`config.mk`:
```
export PLATFORM = sky130hd
export DESIGN_NAME = dsp_condition_bit_map
export DESIGN_NICKNAME = d
export VERILOG_FILES = /design/src/hw/sync2.v /design/src/hw/start_cause_latch.v /design/src/hw/dsp_condition_bit_map.v
export VERILOG_INCLUDE_DIRS = /design/src /design/src/hw
export SDC_FILE = /design/constraint.sdc
export NUM_CORES = 1
export LEC_CHECK = 0
export BUFFER_PORTS_ARGS = -buffer_cell sky130_fd_sc_hd__clkbuf_2
export CAP_MARGIN = 20
export CORE_ASPECT_RATIO = 1.25
export CORE_MARGIN = 3
export CORE_UTILIZATION = 45
export CTS_CLUSTER_SIZE = 28
export DETAILED_ROUTE_END_ITERATION = 8
export GPL_TIMING_DRIVEN = 0
export PLACE_DENSITY = 0.72
export SLEW_MARGIN = 20
export SYNTH_ARGS = -nofsm -noshare
export SYNTH_HDL_FRONTEND = slang
export SYNTH_HIERARCHICAL = 1
export SYNTH_SLANG_ARGS = --single-unit
```
`constraint.sdc`:
```
create_clock -name clk -period 2.25 [get_ports clk]
set_input_delay 0.225 -clock clk [delete_from_list [all_inputs] [get_ports clk]]
set_output_delay 0.225 -clock clk [all_outputs]
set_load 0.01 [all_outputs]
```
`src/hw/cond_bits_consts.vh`:
```
/*
  Shared constants of the condition-bit block: register offsets and field
  positions on the AXI4-Lite map, reset values, condition-vector bit
  positions and start-cause channel numbers.
  Assumes it is included by bare name into modules that need the values.
*/
`ifndef COND_BITS_CONSTS_VH
`define COND_BITS_CONSTS_VH

// ---------------------------------------------------------------
// register map (byte offsets, one aligned 32-bit word each)
// ---------------------------------------------------------------
`define OFS_CONFIG        8'h00
`define OFS_IRQ_STATUS    8'h04
`define OFS_IRQ_MASK      8'h08
`define OFS_COND_LOW      8'h0C
`define OFS_COND_HIGH     8'h10
`define OFS_OUT_BITS      8'h14

// ---------------------------------------------------------------
// configuration register fields and reset value
// ---------------------------------------------------------------
`define CFG_MODE_SEL_N    0
`define CFG_START_ON_TEMP 1
`define CFG_DUMMY_DCHG    2
`define CFG_COMP_FORCE_N  3
`define CFG_WIDTH         4
`define CFG_RESET         4'h1

// ---------------------------------------------------------------
// start-cause channels (index into the trigger latch)
// ---------------------------------------------------------------
`define NUM_CAUSES        7
`define CH_CAP_DONE       0
`define CH_TIMER          1
`define CH_RES_DONE       2
`define CH_IRQ_EDGE       3
`define CH_CONV_OVF       4
`define CH_GPIO           5
`define CH_SERIAL         6

// ---------------------------------------------------------------
// condition vector positions
// ---------------------------------------------------------------
`define CV_OUT_LSB        56
`define CV_SERIAL_N       55
`define CV_GPIO_N         53
`define CV_CONV_OVF_N     52
`define CV_IRQ_EDGE_N     51
`define CV_RES_DONE_N     50
`define CV_TIMER_N        49
`define CV_CAP_DONE_N     48
`define CV_NO_OVERFLOW    47
`define CV_OVERFLOW       46
`define CV_NO_CARRY       45
`define CV_CARRY          44
`define CV_EQUAL          43
`define CV_NOT_EQUAL      42
`define CV_POSITIVE       41
`define CV_TIMER_RUN      25
`define CV_DUMMY_DCHG     19
`define CV_MODE_SEL_N     18
`define CV_COMP_FORCE_N   17

// ---------------------------------------------------------------
// output bits: which are one-cycle pulses, reset value
// ---------------------------------------------------------------
`define OUT_PULSE_MASK    16'hFF00
`define OUT_RESET         16'h0000

// AXI responses
`define RESP_OKAY         2'h0
`define RESP_SLVERR       2'h2

`endif

```
`src/hw/sync2.v`:
```
/*
  Two flip-flop synchroniser for a group of independent level inputs.
  Assumes each bit is a slow level; no bit is related to another.
*/
`timescale 1ns/1ps

module sync2 #(
  parameter WIDTH = 1
) (
  // clock and reset
  input  wire             clk,
  input  wire             nrst,
  // asynchronous levels in, synchronised levels out
  input  wire [WIDTH-1:0] asyncIn,
  output reg  [WIDTH-1:0] syncOut
);

  reg [WIDTH-1:0] stage1Reg;

  // first stage is read only by the second stage
  always @(posedge clk or negedge nrst) begin
    if (!nrst) begin
      stage1Reg <= {WIDTH{1'b0}};
      syncOut   <= {WIDTH{1'b0}};
    end else begin
      stage1Reg <= asyncIn;
      syncOut   <= stage1Reg;
    end
  end

endmodule // sync2

```
`src/hw/start_cause_latch.v`:
```
/*
  Start-cause latch: per channel a rising-edge detector and an active-low
  flag that drops on the edge and is restored by a stop command.
  Assumes all sources are levels already on clk.
*/
`timescale 1ns/1ps

module start_cause_latch #(
  parameter WIDTH = 7,
  // idle level per source, so leaving reset fakes no edge
  parameter [WIDTH-1:0] IDLE = {WIDTH{1'b0}}
) (
  // clock and reset
  input  wire             clk,
  input  wire             nrst,
  // sources, per-channel enables, stop command
  input  wire [WIDTH-1:0] srcLevel,
  input  wire [WIDTH-1:0] chanEnable,
  input  wire             stopCmd,
  // latched causes (low = caused a start) and edge pulses
  output reg  [WIDTH-1:0] causeFlagN,
  output wire [WIDTH-1:0] edgePulse
);

  reg [WIDTH-1:0] prevReg;

  genvar i;
  generate
    for (i = 0; i < WIDTH; i = i + 1) begin : gChan
      assign edgePulse[i] = srcLevel[i] & ~prevReg[i] & chanEnable[i];
      // edge beats stop in the same cycle so no start is forgotten
      always @(posedge clk or negedge nrst) begin
        if (!nrst) begin
          prevReg[i]    <= IDLE[i];
          causeFlagN[i] <= 1'b1;
        end else begin
          prevReg[i] <= srcLevel[i];
          if (edgePulse[i]) begin
            causeFlagN[i] <= 1'b0;
          end else if (stopCmd) begin
            causeFlagN[i] <= 1'b1;
          end
        end
      end
    end
  endgenerate

endmodule // start_cause_latch

```
`src/hw/dsp_condition_bit_map.v`:
```
/*
  Condition-bit interface of the embedded DSP: builds the 64-bit condition
  vector, resolves conditional jumps, keeps the 16 program-driven output
  bits, latches start causes, and offers an AXI4-Lite register port with a
  sticky interrupt on start causes.
  Assumes the sequencer, ALU and front ends sit on clk; only the start pin
  and the GPIO start pin are asynchronous.
*/
// The implementer's own choices: register access over AXI4-Lite and the placing of the registers.
// Functional notes
// - a 64-bit condition vector gathers ALU, start causes, configuration and pins
// - conditional jump tests one selected bit and jumps only when it is 1
// - sixteen output bits are set and cleared one by one by instructions
// - condition bits 56 to 63 mirror output bits 0 to 7
// - bit 55 drops on pin falling edge or serial opcode start; stop restores
// - bit 53 drops when a GPIO pin started the DSP
// - bit 52 drops on converter overflow start; stop restores it
// - bit 51 drops when a rising edge of the interrupt output started the DSP
// - bit 50 drops on resistance-done start if enabled; stop restores it
// - bit 49 drops when internal timer expiry started the DSP
// - bit 48 marks end of capacitance conversion as the start cause
// - bits 42 to 47 carry both polarities of overflow, carry and equal; bit 41 marks a positive result
// - bit 25 is set while the internal timer still counts
// - bit 18 reads 0 for measure mode 2 and 1 for mode 1
// - a rising edge of any enabled start source (falling for the start pin) starts the DSP; cause held until stop
// - measurement-start output bits are one-cycle pulses that clear themselves

`timescale 1ns/1ps
`include "cond_bits_consts.vh"

module dsp_condition_bit_map #(
  parameter ADDR_W = 8
) (
  // clock and reset
  input  wire              clk,
  input  wire              nrst,
  // sequencer: conditional jump
  input  wire              jumpValid,
  input  wire [5:0]        jumpSel,
  output reg               jumpDone,
  output reg               jumpTaken,
  // sequencer: bit set / bit clear / stop
  input  wire              bitSetInstr,
  input  wire              bit_clear_instr,
  input  wire [3:0]        bitIndex,
  input  wire              stopInstr,
  // ALU flags of the operation just completed
  input  wire              alu_overflow,
  input  wire              alu_carry,
  input  wire              alu_equal,
  input  wire              aluSign,
  // start sources on clk
  input  wire              capDone,
  input  wire              timerExpired,
  input  wire              resDone,
  input  wire              interrupt_out_pin_n,
  input  wire              time_converter_overflow,
  input  wire              serialStartCmd,
  // start sources from pins (asynchronous)
  input  wire              startPinN,
  input  wire              gpioStartPin,
  // timer status
  input  wire              timer_running,
  // program-driven outputs and start request
  output reg  [15:0]       outBits,
  output reg               dspStart,
  // AXI4-Lite write address
  input  wire [ADDR_W-1:0] awaddr,
  input  wire              awvalid,
  output reg               awready,
  // AXI4-Lite write data
  input  wire [31:0]       wdata,
  input  wire [3:0]        wstrb,
  input  wire              wvalid,
  output reg               wready,
  // AXI4-Lite write response
  output reg  [1:0]        bresp,
  output reg               bvalid,
  input  wire              bready,
  // AXI4-Lite read address
  input  wire [ADDR_W-1:0] araddr,
  input  wire              arvalid,
  output reg               arready,
  // AXI4-Lite read data
  output reg  [31:0]       rdata,
  output reg  [1:0]        rresp,
  output reg               rvalid,
  input  wire              rready,
  // interrupt
  output reg               irq
);

  // ---------------------------------------------------------------
  // declarations
  // ---------------------------------------------------------------
  reg  [`CFG_WIDTH-1:0]  config_reg;
  reg  [`NUM_CAUSES-1:0] irqStatus_reg;
  reg  [`NUM_CAUSES-1:0] irqMask_reg;
  reg  [ADDR_W-1:0]      wrAddr_reg;
  reg  [31:0]            wrData_reg;
  reg  [3:0]             wrStrb_reg;
  reg  [15:0]            outBits_next;
  reg  [31:0]            rdData_next;
  reg  [1:0]             rdResp_next;
  reg  [`NUM_CAUSES-1:0] irqStatus_next;
  reg                    irqLevel_next;
  wire [1:0]             pinSync;
  wire [`NUM_CAUSES-1:0] causeSrc;
  wire [`NUM_CAUSES-1:0] causeEnable;
  wire [`NUM_CAUSES-1:0] causeFlagN;
  wire [`NUM_CAUSES-1:0] causeEdge;
  wire [63:0]            condVec;
  wire                   wrFire;
  wire                   wrOk;
  wire                   wrIrqStatus;

  // ---------------------------------------------------------------
  // pin synchronisation
  // ---------------------------------------------------------------
  // both start pins pass two flops before any edge detector sees them
  sync2 #(
    .WIDTH   (2)
  ) uPinSync (
    .clk     (clk),
    .nrst    (nrst),
    .asyncIn ({gpioStartPin, ~startPinN}),
    .syncOut (pinSync)
  );

  // ---------------------------------------------------------------
  // start causes
  // ---------------------------------------------------------------
  // rising-edge view of each source; the start pin is inverted above so
  // its falling edge counts, and the serial opcode shares its channel
  assign causeSrc[`CH_CAP_DONE] = capDone;
  assign causeSrc[`CH_TIMER]    = timerExpired;
  assign causeSrc[`CH_RES_DONE] = resDone;
  assign causeSrc[`CH_IRQ_EDGE] = interrupt_out_pin_n;
  assign causeSrc[`CH_CONV_OVF] = time_converter_overflow;
  assign causeSrc[`CH_GPIO]     = pinSync[1];
  assign causeSrc[`CH_SERIAL]   = pinSync[0] | serialStartCmd;

  // resistance completion only counts with start-on-temperature enabled
  assign causeEnable = {{(`NUM_CAUSES-3){1'b1}},
                        config_reg[`CFG_START_ON_TEMP], 2'b11};

  start_cause_latch #(
    .WIDTH      (`NUM_CAUSES),
    .IDLE       (7'h01 << `CH_IRQ_EDGE) // interrupt line idles high
  ) uCauses (
    .clk        (clk),
    .nrst       (nrst),
    .srcLevel   (causeSrc),
    .chanEnable (causeEnable),
    .stopCmd    (stopInstr),
    .causeFlagN (causeFlagN),
    .edgePulse  (causeEdge)
  );

  // one start request per cycle with at least one accepted edge
  always @(posedge clk or negedge nrst) begin
    if (!nrst) begin
      dspStart <= 1'b0;
    end else begin
      dspStart <= |causeEdge;
    end
  end

  // ---------------------------------------------------------------
  // condition vector
  // ---------------------------------------------------------------
  // built from live signals so the jump sees the ALU result of the
  // instruction just before it; unassigned positions are tied low
  assign condVec[63:`CV_OUT_LSB]     = outBits[7:0];
  assign condVec[`CV_SERIAL_N]       = causeFlagN[`CH_SERIAL];
  assign condVec[54]                 = 1'b0;
  assign condVec[`CV_GPIO_N]         = causeFlagN[`CH_GPIO];
  assign condVec[`CV_CONV_OVF_N]     = causeFlagN[`CH_CONV_OVF];
  assign condVec[`CV_IRQ_EDGE_N]     = causeFlagN[`CH_IRQ_EDGE];
  assign condVec[`CV_RES_DONE_N]     = causeFlagN[`CH_RES_DONE];
  assign condVec[`CV_TIMER_N]        = causeFlagN[`CH_TIMER];
  assign condVec[`CV_CAP_DONE_N]     = causeFlagN[`CH_CAP_DONE];
  assign condVec[`CV_NO_OVERFLOW]    = ~alu_overflow;
  assign condVec[`CV_OVERFLOW]       = alu_overflow;
  assign condVec[`CV_NO_CARRY]       = ~alu_carry;
  assign condVec[`CV_CARRY]          = alu_carry;
  assign condVec[`CV_EQUAL]          = alu_equal;
  assign condVec[`CV_NOT_EQUAL]      = ~alu_equal;
  assign condVec[`CV_POSITIVE]       = ~aluSign;
  assign condVec[40:26]              = 15'h0000;
  assign condVec[`CV_TIMER_RUN]      = timer_running;
  assign condVec[24:20]              = 5'h00;
  assign condVec[`CV_DUMMY_DCHG]     = config_reg[`CFG_DUMMY_DCHG];
  assign condVec[`CV_MODE_SEL_N]     = config_reg[`CFG_MODE_SEL_N];
  assign condVec[`CV_COMP_FORCE_N]   = config_reg[`CFG_COMP_FORCE_N];
  assign condVec[16:0]               = 17'h00000;

  // ---------------------------------------------------------------
  // conditional jump
  // ---------------------------------------------------------------
  // answer is registered; the bit itself is sampled in the request cycle
  always @(posedge clk or negedge nrst) begin
    if (!nrst) begin
      jumpDone  <= 1'b0;
      jumpTaken <= 1'b0;
    end else begin
      jumpDone  <= jumpValid;
      jumpTaken <= jumpValid & condVec[jumpSel];
    end
  end

  // ---------------------------------------------------------------
  // program-driven output bits
  // ---------------------------------------------------------------
  // pulse bits drop after one cycle; set wins if both come together
  always @* begin
    outBits_next = outBits & ~`OUT_PULSE_MASK;
    if (bitSetInstr) begin
      outBits_next[bitIndex] = 1'b1;
    end else if (bit_clear_instr) begin
      outBits_next[bitIndex] = 1'b0;
    end
  end

  always @(posedge clk or negedge nrst) begin
    if (!nrst) begin
      outBits <= `OUT_RESET;
    end else begin
      outBits <= outBits_next;
    end
  end

  // ---------------------------------------------------------------
  // AXI4-Lite write path
  // ---------------------------------------------------------------
  // address and data are captured independently; the write happens once
  // both are held, so the response never overtakes either channel
  assign wrFire = ~awready & ~wready & ~bvalid;
  assign wrOk   = (wrAddr_reg[7:0] == `OFS_CONFIG) ||
                  (wrAddr_reg[7:0] == `OFS_IRQ_STATUS) ||
                  (wrAddr_reg[7:0] == `OFS_IRQ_MASK) ||
                  (wrAddr_reg[7:0] == `OFS_COND_LOW) ||
                  (wrAddr_reg[7:0] == `OFS_COND_HIGH) ||
                  (wrAddr_reg[7:0] == `OFS_OUT_BITS);
  assign wrIrqStatus = wrFire && wrStrb_reg[0] &&
                       (wrAddr_reg[7:0] == `OFS_IRQ_STATUS);

  always @(posedge clk or negedge nrst) begin
    if (!nrst) begin
      awready    <= 1'b1;
      wready     <= 1'b1;
      bvalid     <= 1'b0;
      bresp      <= `RESP_OKAY;
      wrAddr_reg <= {ADDR_W{1'b0}};
      wrData_reg <= 32'h00000000;
      wrStrb_reg <= 4'h0;
    end else begin
      if (awready && awvalid) begin
        awready    <= 1'b0;
        wrAddr_reg <= awaddr;
      end
      if (wready && wvalid) begin
        wready     <= 1'b0;
        wrData_reg <= wdata;
        wrStrb_reg <= wstrb;
      end
      if (wrFire) begin
        bvalid <= 1'b1;
        bresp  <= wrOk ? `RESP_OKAY : `RESP_SLVERR;
      end
      if (bvalid && bready) begin
        bvalid  <= 1'b0;
        awready <= 1'b1;
        wready  <= 1'b1;
      end
    end
  end

  // configuration and mask registers; only byte lane 0 carries fields
  always @(posedge clk or negedge nrst) begin
    if (!nrst) begin
      config_reg  <= `CFG_RESET;
      irqMask_reg <= {`NUM_CAUSES{1'b0}};
    end else if (wrFire && wrStrb_reg[0]) begin
      if (wrAddr_reg[7:0] == `OFS_CONFIG) begin
        config_reg <= wrData_reg[`CFG_WIDTH-1:0];
      end else if (wrAddr_reg[7:0] == `OFS_IRQ_MASK) begin
        irqMask_reg <= wrData_reg[`NUM_CAUSES-1:0];
      end
    end
  end

  // ---------------------------------------------------------------
  // interrupt status
  // ---------------------------------------------------------------
  // write-one-to-clear; a new cause in the clearing cycle stays set
  always @* begin
    irqStatus_next = irqStatus_reg;
    if (wrIrqStatus) begin
      irqStatus_next = irqStatus_next & ~wrData_reg[`NUM_CAUSES-1:0];
    end
    irqStatus_next = irqStatus_next | causeEdge;
    irqLevel_next  = |(irqStatus_next & irqMask_reg);
  end

  always @(posedge clk or negedge nrst) begin
    if (!nrst) begin
      irqStatus_reg <= {`NUM_CAUSES{1'b0}};
      irq           <= 1'b0;
    end else begin
      irqStatus_reg <= irqStatus_next;
      irq           <= irqLevel_next;
    end
  end

  // ---------------------------------------------------------------
  // AXI4-Lite read path
  // ---------------------------------------------------------------
  // unmapped addresses answer zero with an error response
  always @* begin
    rdData_next = 32'h00000000;
    rdResp_next = `RESP_OKAY;
    if (araddr[7:0] == `OFS_CONFIG) begin
      rdData_next[`CFG_WIDTH-1:0] = config_reg;
    end else if (araddr[7:0] == `OFS_IRQ_STATUS) begin
      rdData_next[`NUM_CAUSES-1:0] = irqStatus_reg;
    end else if (araddr[7:0] == `OFS_IRQ_MASK) begin
      rdData_next[`NUM_CAUSES-1:0] = irqMask_reg;
    end else if (araddr[7:0] == `OFS_COND_LOW) begin
      rdData_next = condVec[31:0];
    end else if (araddr[7:0] == `OFS_COND_HIGH) begin
      rdData_next = condVec[63:32];
    end else if (araddr[7:0] == `OFS_OUT_BITS) begin
      rdData_next[15:0] = outBits;
    end else begin
      rdResp_next = `RESP_SLVERR;
    end
  end

  always @(posedge clk or negedge nrst) begin
    if (!nrst) begin
      arready <= 1'b1;
      rvalid  <= 1'b0;
      rdata   <= 32'h00000000;
      rresp   <= `RESP_OKAY;
    end else begin
      if (arready && arvalid) begin
        arready <= 1'b0;
        rvalid  <= 1'b1;
        rdata   <= rdData_next;
        rresp   <= rdResp_next;
      end
      if (rvalid && rready) begin
        rvalid  <= 1'b0;
        arready <= 1'b1;
      end
    end
  end

endmodule // dsp_condition_bit_map

```
==> results.md <==
- Fin crit share: 0.9169
- P_leak: 2.848 nW
- WHS Path Cells: 1
- Async set-or-reset flop fraction in the synthesized netlist: 1.000
- Critical path class: flop to flop
- H-tree depth: 3
- Drt total wl: 11590 um
- Post-placement cell count: 657
- Core footprint: 0.01021 mm^2
- Post CTS Setup Buffer Count: 0
- Number of global-route vias before repair: 3878
- Worst-Margin Slew: 0.5253 ns
- CP endpoint kind: flop
- Arr. time, crit path: 2.34 ns
- Status: finished clean
- Clock Sinks: 110
- HPWL Detailed: 8871 um
- Detailed-route DRC error count: 0
- Place WS: 0.06773 ns
- PortBufs: 114
- Slew margin rel.: 0.6471
- Mean area per synthesized cell: 11.74 um^2
- Fillers: 867
- Endpoints failing hold: 0
- Post-synth EDFFs: 0
- Layout cells sized above 1: 0.3850
- Syn Std Cell Area: 0.004765 mm^2
- Drt initial violations: 245
- First-pass GRT wire length: 19080 um
- Largest net degree at the start of global routing: 64
- Die extent in y: 121.0 um
- CTS tree: built
- Seq/Total Area, Yosys: 0.5809
- Total Power: 0.005501 W
- Ys Warns: 6
- Cell Count, Final, Fillers Out: 677
- Vias per Instance: 5.536
- Total die area: 0.01187 mm^2
- Hold/Removal Path Class: input port to flop
- Startpoint types: flop
- Max reg flops: 31
- Post-CTS Resized: 0
- Top FF cell, synth: dfrtp_1
- Highest clock rate: 0.4847 GHz
- Initial antenna violation count: 0
- Crit Path Max Fanout: 10
- Antenna Violating Nets Remaining: 0
- Die X: 98.04 um
- Distinct cells, synth: 51
- RSZ-0062 raised after global routing: no
- Starting density of the core: 0.4667
- Grt ovf: 0
- Gpl congestion: 0.8180
- Worst Path Required: 2.53 ns
- Max clock buf depth: 2
- Routed wire per std cell: 17.12 um
- ANT cells: 0
- Nets: 629
- Clock insertion delay at the later pin of the skew report: 0.34 ns
- PD cells: 924.2 mW/mm^2
- Slew Viols, Final: 0
- Fin crit period: 2.063 ns
- Io pins: 147
- Std cell rows: 41
- Final setup margin: 0.1869 ns
- Gr usage total: 0.2030
- Reg2Reg Depth: 5
- Setup Viol. Count Final: 0
- Total CTS buffers: 9
- CTS clk-pin slew, worst paths: 0.07 ns
- Root buffer cell: clkbuf_16
- Max cap viols: 0
- Pre-Repair DR Iteration Count: 6
- Synth Instances: 406
- Routed via count: 3748
- Max VDD drop: 605.3 uV
- Clock skew: 0.005637 ns
- Synth Register Bits: 110
- P&R area growth vs syn: 24.92%
worst max-delay path: stages, from the launching register on:
cell     delay (ns)
dfstp_2        0.56
and2_1         0.35
or2b_2         0.41
nor2_1         0.20
buf_2          0.30
a22o_1         0.18
routing by layer:
layer  up-vias  wire length, um  global-route usage
met5         -                0                   0
met4         0              273             0.09004
met3        22              686             0.03450
met2       150             6036              0.3548
met1      1843             4595              0.2457
li1       1733                -                   -
power breakdown:
| part | switching, W | internal (W) |
|---|---|---|
| registers | 0.000340 | 0.00234 |
| logic | 0.000464 | 0.000535 |
| clock network | 0.000698 | 0.00112 |
| total | 0.00150 | 0.00400 |
synth_stat cells, types with 6 or more instances:
cell type	instances	share of area
dfrtp_1	98	0.51
nand2_1	47	0.037
mux2_2	36	0.085
nor2_1	30	0.024
o21ai_0	24	0.025
a22o_1	20	0.037
dfstp_2	12	0.066
buf_4	11	0.017
inv_1	10	0.0079
a21oi_1	9	0.0095
nor3_1	9	0.0095
clkbuf_1	8	0.0063
nand3_1	8	0.0084
a21o_1	7	0.011
a221oi_1	7	0.013
o22a_2	6	0.013
per-stage QoR:
stage	utilization	setup TNS, ns	hold WS (ns)	area, um^2
after floorplan	-	0	-0.07059	4791
after global placement	0.5410	-45.10	0.3321	5523
after detailed placement	0.5446	0	0.1911	5559
after CTS	0.5834	0	0.001930	5956
after global routing	0.5830	0	0.01470	5952
final	0.5830	0	0.01443	5952
placed cells by master, fill, tap and decap left out, types with 2 or more instances in the layout:
master,Yosys,final
dfrtp_1,98,98
and4_1,2,2
a22o_1,20,20
a22oi_1,3,3
and3_1,3,3
buf_4,11,11
o22ai_1,5,5
clkbuf_8,0,2
dlygate4sd3_1,0,5
a221oi_1,7,7
mux2i_1,2,2
nor3_1,9,9
a21oi_1,9,9
bufinv_16,0,3
a21o_1,7,7
o21ai_0,24,24
o22a_2,6,6
mux4_2,4,4
clkbuf_1,8,8
nand2b_1,3,3
clkbuf_16,0,9
nand3_1,8,8
inv_1,10,10
buf_2,5,5
dfstp_2,12,12
conb_1,2,9
a211o_1,2,2
a31oi_1,5,5
mux2_2,36,36
nor4_1,2,2
nor2_1,30,30
clkbuf_2,0,113
nand2_1,47,47
and3b_1,4,4
logic make-up (layout without fill, tap and decap cells):
family	Yosys count	in the layout	share of synthesized area
AO/OA/AOI/OAI	93	93	0.1389
flip-flops	110	110	0.5809
multiplexers	42	42	0.1082
XOR/XNOR	2	2	0.003677
AND/OR/NAND/NOR	122	122	0.1276
other	2	9	0.001576
buffers and inverters	35	170	0.03913
layout make-up:
| cell class | count | area (um^2) | share of cell area |
|---|---|---|---|
| timing repair buffer | 120 | 656.9 | 0.1104 |
| sequential | 110 | 2768 | 0.4650 |
| clock buffer | 11 | 242.7 | 0.04078 |
| multi-input combinational | 268 | 1837 | 0.3086 |
| buffer | 24 | 145.1 | 0.02439 |
| tap | 129 | 161.4 | 0.02712 |
| clock inverter | 5 | 103.9 | 0.01745 |
| inverter | 10 | 37.54 | 0.006306 |
timing repair:
item                       CTS  global route
setup endpoints to repair    0            10
hold buffers                 5             0
hold endpoints to repair    48             0
final timing paths:
kind                                          to               startpoint  slack, ns
max                                    rdata[20]                  arready       0.19
min                           uCauses/prevReg[4]  time_converter_overflow       0.01
max reg2reg                            rdata[20]                  arready       0.19
min reg2reg                  uPinSync/syncOut[0]    uPinSync/stage1Reg[0]       0.35
max in group asynchronous  uCauses/causeFlagN[5]                     nrst       1.19
min in group asynchronous          wrAddr_reg[1]                     nrst       0.37
Note: power is estimated with default switching activity, not from simulation.
